`src/rtl/branch_bitset_pkg.sv`:
```
/*
 Constants for the branch and bit-set execution block: opcode patterns,
 field positions, phase encoding and reset values.
 Assumes a four-phase instruction clock built from mclk by the block itself.
*/
package branch_bitset_pkg;
    // Opcode patterns
    localparam logic [4:0] op_bra = 5'h1a;
    localparam logic [7:0] op_branch_if_overflow_clear = 8'he5;
    localparam logic [7:0] op_bnz = 8'he1;
    localparam logic [3:0] op_bsf = 4'h8;
    // Field positions
    localparam int bra_off_msb = 10;
    localparam int bcc_off_msb = 7;
    localparam int bit_idx_lsb = 9;
    localparam int access_bit = 8;
    // Access bank split: low file addresses map to bank 0, high ones to bank 15
    localparam logic [3:0] access_hi_bank = 4'hf;
    localparam logic [7:0] access_split = 8'h80;
    // Reset values
    localparam logic [20:0] pc_reset = 21'h000000;
    localparam logic [15:0] nop_word = 16'h0000;
    // Phases per instruction cycle
    localparam logic [1:0] q1 = 2'h0;
    localparam logic [1:0] q2 = 2'h1;
    localparam logic [1:0] q3 = 2'h2;
    localparam logic [1:0] q4 = 2'h3;
    localparam int pc_step = 2;
endpackage

```
`src/rtl/branch_bitset_exec.sv`:
```
/*
 Execution of the relative branch, the two conditional branches and the
 single-bit set of a file register, one instruction per four mclk phases.
 Assumes the fetch unit presents the prefetched word on instr_word at Q1 and
 fetches from pc_q; data memory answers reads combinationally.
*/
// Overview of operation
// - Decode relative branch from upper bits 11010.
// - Target is incremented PC plus twice offset.
// - Relative branch takes two cycles, flushes prefetch.
// - Decode bit set from nibble 1000 fields.
// - Set chosen bit, keep others and flags.
// - Access bit zero selects fixed access bank.
// - Access bit one uses bank select register.
// - Zero-clear branch jumps only when zero flag 0.
// - Taken conditional two cycles; untaken steps PC by 2.
module branch_bitset_exec
(
    // Clock and reset
    input wire logic mclk,
    input wire logic rstn,
    // Instruction stream and flags
    input wire logic [15:0] instr_word,
    input wire logic zero_flag,
    input wire logic overflow_flag,
    input wire logic [3:0] bank_select_register,
    // Data memory
    input wire logic [7:0] mem_rdata,
    output logic [11:0] mem_addr_q,
    output logic [7:0] mem_wdata_q,
    output logic mem_we_q,
    // Program counter and pipeline state
    output logic [20:0] pc_q,
    output logic [1:0] phase_q,
    output logic flush_q
);
    ////////////////////////////////////////////////////////////////////////
    logic [15:0] ir_q;
    logic is_bra;
    logic is_branch_if_overflow_clear;
    logic is_bnz;
    logic is_bsf;
    logic take;
    logic [20:0] target;
    logic [11:0] file_addr;
    logic [7:0] set_val;
    logic [7:0] held_q;

    // Flushed cycle executes a nop word instead of the prefetch
    always_comb
    begin
        ir_q = flush_q ? branch_bitset_pkg::nop_word : instr_word;
    end

    // Decode runs on the whole word every phase; only phase-gated logic acts on it
    assign is_bra = ir_q[15:11] == branch_bitset_pkg::op_bra;
    assign is_branch_if_overflow_clear = ir_q[15:8] == branch_bitset_pkg::op_branch_if_overflow_clear;
    assign is_bnz = ir_q[15:8] == branch_bitset_pkg::op_bnz;
    assign is_bsf = ir_q[15:12] == branch_bitset_pkg::op_bsf;
    // Flags count only as Q4 ends, so they may settle late in the cycle
    assign take = is_bra || (is_branch_if_overflow_clear && !overflow_flag) || (is_bnz && !zero_flag);

    always_comb
    begin
        // pc_q already points past this word; offsets count words
        if (is_bra)
            target = pc_q + {{9{ir_q[10]}}, ir_q[10:0], 1'b0};
        else
            target = pc_q + {{12{ir_q[7]}}, ir_q[7:0], 1'b0};
    end

    // With the access bit clear the bank register is ignored, so common
    // registers stay reachable without reloading it
    always_comb
    begin
        if (!ir_q[branch_bitset_pkg::access_bit])
            file_addr = {(ir_q[7:0] >= branch_bitset_pkg::access_split) ?
                         branch_bitset_pkg::access_hi_bank : 4'h0, ir_q[7:0]};
        else
            file_addr = {bank_select_register, ir_q[7:0]};
    end

    assign set_val = held_q | (8'h01 << ir_q[11:9]);

    ////////////////////////////////////////////////////////////////////////
    // Q1..Q4 counter; reset parks it at Q1 so the first word starts cleanly
    always_ff @(posedge mclk)
    begin
        if (!rstn)
            phase_q <= branch_bitset_pkg::q1;
        else
            phase_q <= phase_q + 2'h1;
    end

    // Program counter: step at Q4, or load target when a branch is taken
    always_ff @(posedge mclk)
    begin
        if (!rstn)
            pc_q <= branch_bitset_pkg::pc_reset;
        else if (phase_q == branch_bitset_pkg::q4)
            pc_q <= take ? target : pc_q + 21'(branch_bitset_pkg::pc_step);
    end

    // The word prefetched under a taken branch is stale; running it as a nop
    // costs one cycle but keeps a single fetch path
    always_ff @(posedge mclk)
    begin
        if (!rstn)
            flush_q <= 1'b0;
        else if (phase_q == branch_bitset_pkg::q4)
            flush_q <= take;
    end

    // Bit set: read in Q2, modify, write back in Q4
    // mem_rdata must be valid for mem_addr_q before Q2 ends
    always_ff @(posedge mclk)
    begin
        if (!rstn)
        begin
            mem_addr_q <= 12'h000;
            held_q <= 8'h00;
            mem_wdata_q <= 8'h00;
            mem_we_q <= 1'b0;
        end
        else
        begin
            mem_we_q <= 1'b0;
            if (is_bsf && phase_q == branch_bitset_pkg::q1)
                mem_addr_q <= file_addr;
            if (is_bsf && phase_q == branch_bitset_pkg::q2)
                held_q <= mem_rdata;
            if (is_bsf && phase_q == branch_bitset_pkg::q3)
            begin
                mem_wdata_q <= set_val;
                mem_we_q <= 1'b1;
            end
        end
    end
endmodule

```
`config.mk`:
```
export PLATFORM = sky130hd
export DESIGN_NAME = branch_bitset_exec
export DESIGN_NICKNAME = d
export VERILOG_FILES = /design/src/rtl/branch_bitset_pkg.sv /design/src/rtl/branch_bitset_exec.sv
export SDC_FILE = /design/constraint.sdc
export NUM_CORES = 1
export LEC_CHECK = 0
export BUFFER_PORTS_ARGS = -buffer_cell sky130_fd_sc_hd__buf_4
export CORE_ASPECT_RATIO = 1.4
export CORE_MARGIN = 5
export CORE_UTILIZATION = 42
export CTS_BUF_LIST = sky130_fd_sc_hd__clkbuf_4 sky130_fd_sc_hd__clkbuf_8
export DETAILED_ROUTE_END_ITERATION = 8
export SYNTH_ARGS = -nofsm -noshare
export SYNTH_HDL_FRONTEND = slang
export SYNTH_SLANG_ARGS = --single-unit
```
`constraint.sdc`:
```
create_clock -name mclk -period 3.4 [get_ports mclk]
set_input_delay 0.51 -clock mclk [delete_from_list [all_inputs] [get_ports mclk]]
set_output_delay 0.51 -clock mclk [all_outputs]
set_load 0.02 [all_outputs]
```
==> metrics, run 1 <==
cts bufs inserted 5; maximum VDD drop 0.240 mV; Cell Int Power 0.923 mW; Startpoint Class register; Mean Syn Cell Area 8.56 um^2; DR pass1 iterations 6; grt ovf 0; H-tree depth 2; initial core utilization 42.3%; TritonCTS clock tree built; Die W ~84 um; # rows 38; minimum clock period 3.13 ns; Period Utilization, post-route 92.0%; Final setup viols 0; sw power 0.316 mW; hold_ws 0.428 ns; Min-Delay Path Class in2reg; Total Routed Length between 8000 and 9000 um; max-cap violation count 0; final net count 505; placed cells 542; drt initial violations 75; power share of the combinational group 13.0%; Cell Area, Synth 0.00323 mm^2; area share of the largest cell type after synthesis 32.2%; routability cong. 0.837; final cell count without fillers 550; Seq pwr share 51.0%; fraction of layout cells with a size suffix above 1 23.8%; status complete, no violations; Req. time, crit path 3.65 ns; via/cell ratio 5.29; ANT cells 0; Ys Warns 0; clk_skew roughly 0.012 ns; number of global-route vias before repair roughly 3000; CTS max path bufs 2; Critical Path Sink Type register; Post-Syn Instances 378; Vias 2912; number of I/O pins 77; top cells by area, synth dfxtp_1, ha_1, a21oi_1, mux2i_1, nor2b_1; initial antenna violation count 0; number of flops mapped to enable cells by yosys 0; #FFs+latches synth 52; count leader, synth dfxtp_1; hpwl dp 6380 um; asr flop ratio synth 0%; Main synth FF type dfxtp_1; Power Total 1.24 mW; Synth Net Count ~430; largest net degree at the start of global routing 65; Crit Path Category reg2reg; synth cell count leaders dfxtp_1, a21oi_1, nand2_1; clock slew at reported path FFs 0.11 ns; Port Buf Inserts 75; die extent in y 114 um; Hold Fails Final Rpt 0; cts hold-fix bufs 0; DRT antenna net count 0; largest fanout on the critical path 7; Tightest Pin Transition around 0.57 ns; setup TNS 0 ns; gr usage total 17.4%; sequential-to-total area share from yosys stat 32.2%; setup bufs post-CTS 0; WL per Instance 15.1 um; RSZ-0062 raised after global routing false; cell taking the most area after synthesis dfxtp_1; Cell variety after synth 54; post_cts resized 0; power density over cell area ~310 mW/mm^2; Max Freq about 320 MHz; leakage power 1.91 nW; DIE AREA 0.00958 mm^2; Root Driver clkbuf_8; Clock Sinks 52; core footprint around 0.0077 mm^2; Switching Fraction ~25%; Worst EP arrival between 3 and 4 ns; Layout Area Growth over Synthesis 23.7%; first-pass GRT wire length 13600 um; Slew Limit Fails 0; worst skew pair latency 0.32 ns; clock share of power 36.0%; DRC 0; Rel. slew slack 62.1%
==> placed cells by master (no fill, tap or decap), types with 2 or more instances in the layout <==
cell / instances
nor3b_1: 7
a21oi_2: 2
inv_1: 9
o21bai_1: 3
nor2_1: 25
nand2_1: 31
o211ai_1: 4
clkbuf_8: 5
nand4_1: 5
o21a_1: 2
and3_1: 10
buf_4: 83
a21oi_1: 36
mux2i_1: 17
nand3b_1: 6
a211oi_1: 2
nand3_1: 12
nor2b_1: 26
and2_1: 4
xor2_1: 3
and4bb_2: 2
xnor2_1: 9
dfxtp_1: 52
ha_1: 23
o211a_1: 11
o311ai_0: 2
o21ai_0: 22
a21o_1: 7
a31oi_1: 3
==> cells by family after synthesis <==
group | count (synthesis) | synth area share, %
AND/OR/NAND/NOR | 143 | 25.5
AO/OA/AOI/OAI | 101 | 20.0
flip-flops | 52 | 32.2
buffers and inverters | 28 | 4.26
adder cells (fa/ha/maj) | 24 | 9.52
multiplexers | 17 | 5.26
XOR/XNOR | 12 | 3.25
other | 1 | 0.116
==> worst max-delay path, cell delays in order, from the launching register on <==
cell      delay, ns
dfxtp_1        0.39
and4bb_2       0.30
o211ai_1       0.11
and2_2         0.25
a21o_1         0.17
ha_1           0.20
fa_1           0.43
a21oi_2        0.19
o211ai_1       0.15
a21oi_1        0.23
o21ai_0        0.16
a21oi_1        0.22
nand4_1        0.12
o211ai_1       0.12
==> worst paths after layout <==
check	slack, ns	to	cells past startpoint	from
min reg2reg	0.50	phase_q[0]	1	phase_q[0]
min	0.43	mem_addr_q[11]	3	bank_select_register[3]
max reg2reg	0.27	pc_q[17]	13	flush_q
max	0.27	pc_q[17]	13	flush_q
==> flip-flops by register name (all words and copies together) (netlist names) <==
signal	cells
flush_q	1
held_q	8
mem_addr_q	12
mem_wdata_q	8
mem_we_q	1
pc_q	20
phase_q	2
==> area by class of cell <==
class	instances	area, um^2
timing repair buffer	83	623
clock buffer	6	76.3
multi-input combinational	298	2070
clock inverter	2	35.0
sequential	52	1040
inverter	9	33.8
tap	100	125
fill	775	3650
==> metrics by stage <==
step,worst slack [ns],instance area (um^2),utilization (%)
after floorplan,0.272,3230,-
after global placement,0.00397,3880,50.7
after detailed placement,-0.0906,3880,50.7
after CTS,0.145,3990,52.1
after global routing,0.00585,4000,52.3
final,0.272,4000,52.3
==> power groups by stage <==
| stage | Clock (mW) | Sequential [mW] | Combinational, mW |
|---|---|---|---|
| finish | 0.446 | 0.632 | 0.161 |
| global route | 0.477 | 0.634 | 0.177 |
| CTS | 0.459 | 0.632 | 0.163 |
| detailed placement | 0 | 0.646 | 0.162 |
| global placement | 0 | 0.646 | 0.161 |
| floorplan | 0 | 0.657 | 0.0812 |
==> layer usage <==
layer / GRT usage, % / routed length, um / vias up
met5: 0 / 0 / -
met2: 33.1 / 4470 / 60
met4: 6.65 / 167 / 0
met3: 3.76 / 331 / 12
li1: - / - / 1495
met1: 18.4 / 3360 / 1345
Note: power is estimated with default switching activity, not from simulation.
==> run 2, diff against run 1 <==
- MAX_ROUTING_LAYER: unset -> met4
==> metrics, run 2 (synthesized netlist as in run 1, its figures left out) <==
status complete, no violations; Req. time, crit path roughly 3.7 ns; largest fanout on the critical path 7; TritonCTS clock tree built; power density over cell area 310 mW/mm^2; grt ovf 0; r2r worst-path depth 13; DR pass1 iterations 6; first-pass GRT wire length 13600 um; largest net degree at the start of global routing 65; hold_ws 0.428 ns; Root Driver clkbuf_8; Clock Sinks 52; initial antenna violation count 0; number of global-route vias before repair 2970; Rel. slew slack 62.5%; DRT antenna net count 0; Critical Path Sink Type register; DP Area between 0.003 and 0.004 mm^2; # rows 38; Port Buf Inserts 75; Layout Area Growth over Synthesis 23.7%; WL per Instance between 15 and 20 um; Max Freq 319 MHz; routability cong. 0.850; Crit Path Category reg2reg; clk_skew 0.0123 ns; initial core utilization approximately 42%; ANT cells 0; register bank with the most flops pc_q; placed cells 542; Die W between 80 and 90 um; maximum VDD drop between 0.2 and 0.25 mV; Hold Fails Final Rpt 0; gr usage total between 10% and 20%; Final setup viols 0; H-tree depth 2; final net count 505; Critical R2R Launch flush_q; most frequent cells in the layout buf_4, dfxtp_1, a21oi_1, nand2_1, nor2b_1; Worst EP arrival 3.39 ns; fraction of layout cells with a size suffix above 1 around a quarter; via/cell ratio 5.30; die extent in y 114 um; Vias 2916; CTS max path bufs 2; worst skew pair latency 0.32 ns; Slew Limit Fails 0; crit path launch flush_q; leakage power 1.91 nW; number of I/O pins 77; commonest non-fill, non-tap cell in the layout buf_4; DRC 0; Largest register FFs 20; hold-critical path depth 3; biggest regs pc_q x20, mem_addr_q x12; hpwl dp approximately 6400 um; max-cap violation count 0; Min-Delay Path Class in2reg; core footprint about 0.0077 mm^2; drt initial violations 84; Total Routed Length 8320 um; Post-Layout Inst Area 0.00400 mm^2; RSZ-0062 raised after global routing false; Tightest Pin Transition 0.563 ns; cts hold-fix bufs 0; Startpoint Class register; minimum clock period 3.13 ns; cts bufs inserted 5; clock slew at reported path FFs between 0.1 and 0.15 ns; DIE AREA 0.00958 mm^2; Period Utilization, post-route 92.2%; final cell count without fillers 550; HP Start bank_select_register[3]
run 2: path summary, 6_finish.rpt:
check | slack, ns | to
worst max-delay path | 0.27 | pc_q[17]
worst min-delay path | 0.43 | mem_addr_q[11]
worst min register to register | 0.50 | phase_q[0]
worst max register to register | 0.27 | pc_q[17]
run 2: per-layer routing:
layer	part of all wire [%]	vias up	track usage, %
li1	-	1494	-
met1	41	1344	19.0
met2	54	66	33.1
met3	3.1	12	2.89
met4	2.0	0	6.65
met5	0	-	-
run 2: repair_timing:
item	CTS	global route
gates resized for setup	0	3
buffers inserted	0	0
endpoints found under the setup margin	0	2
run 2: metrics by stage:
step | setup slack [ns] | power (mW) | utilization, % | setup TNS [ns]
detailed placement | -0.0906 | 0.808 | 50.7 | -0.115
global placement | 0.00397 | 0.807 | 50.7 | 0
finish | 0.265 | 1.24 | 52.3 | 0
global route | 0.00565 | 1.29 | 52.3 | 0
CTS | 0.145 | 1.25 | 52.1 | 0
floorplan | 0.272 | 0.738 | - | 0
run 2: layout make-up:
class | instances | area [um^2]
fill | 775 | 3650
multi-input combinational | 298 | 2070
sequential | 52 | 1040
timing repair buffer | 83 | 623
tap | 100 | 125
clock buffer | 6 | 76.3
clock inverter | 2 | 35.0
inverter | 9 | 33.8
run 2: worst max-delay path, stage by stage, from the launching register on:
cell and delay (ns):
dfxtp_1 0.39, and4bb_2 0.31, o211ai_1 0.11, and2_2 0.25
a21o_1 0.17, ha_1 0.20, fa_1 0.43, a21oi_2 0.19
o211ai_1 0.15, a21oi_1 0.23, o21ai_0 0.16, a21oi_1 0.22
nand4_1 0.12, o211ai_1 0.12
run 2: where the power goes:
| part | internal (mW) | leakage [nW] | switching (mW) | total (mW) |
|---|---|---|---|---|
| clock | 0.227 | 0.0586 | 0.219 | 0.446 |
| combinational | 0.0757 | 1.43 | 0.0855 | 0.161 |
| sequential | 0.620 | 0.420 | 0.0112 | 0.632 |
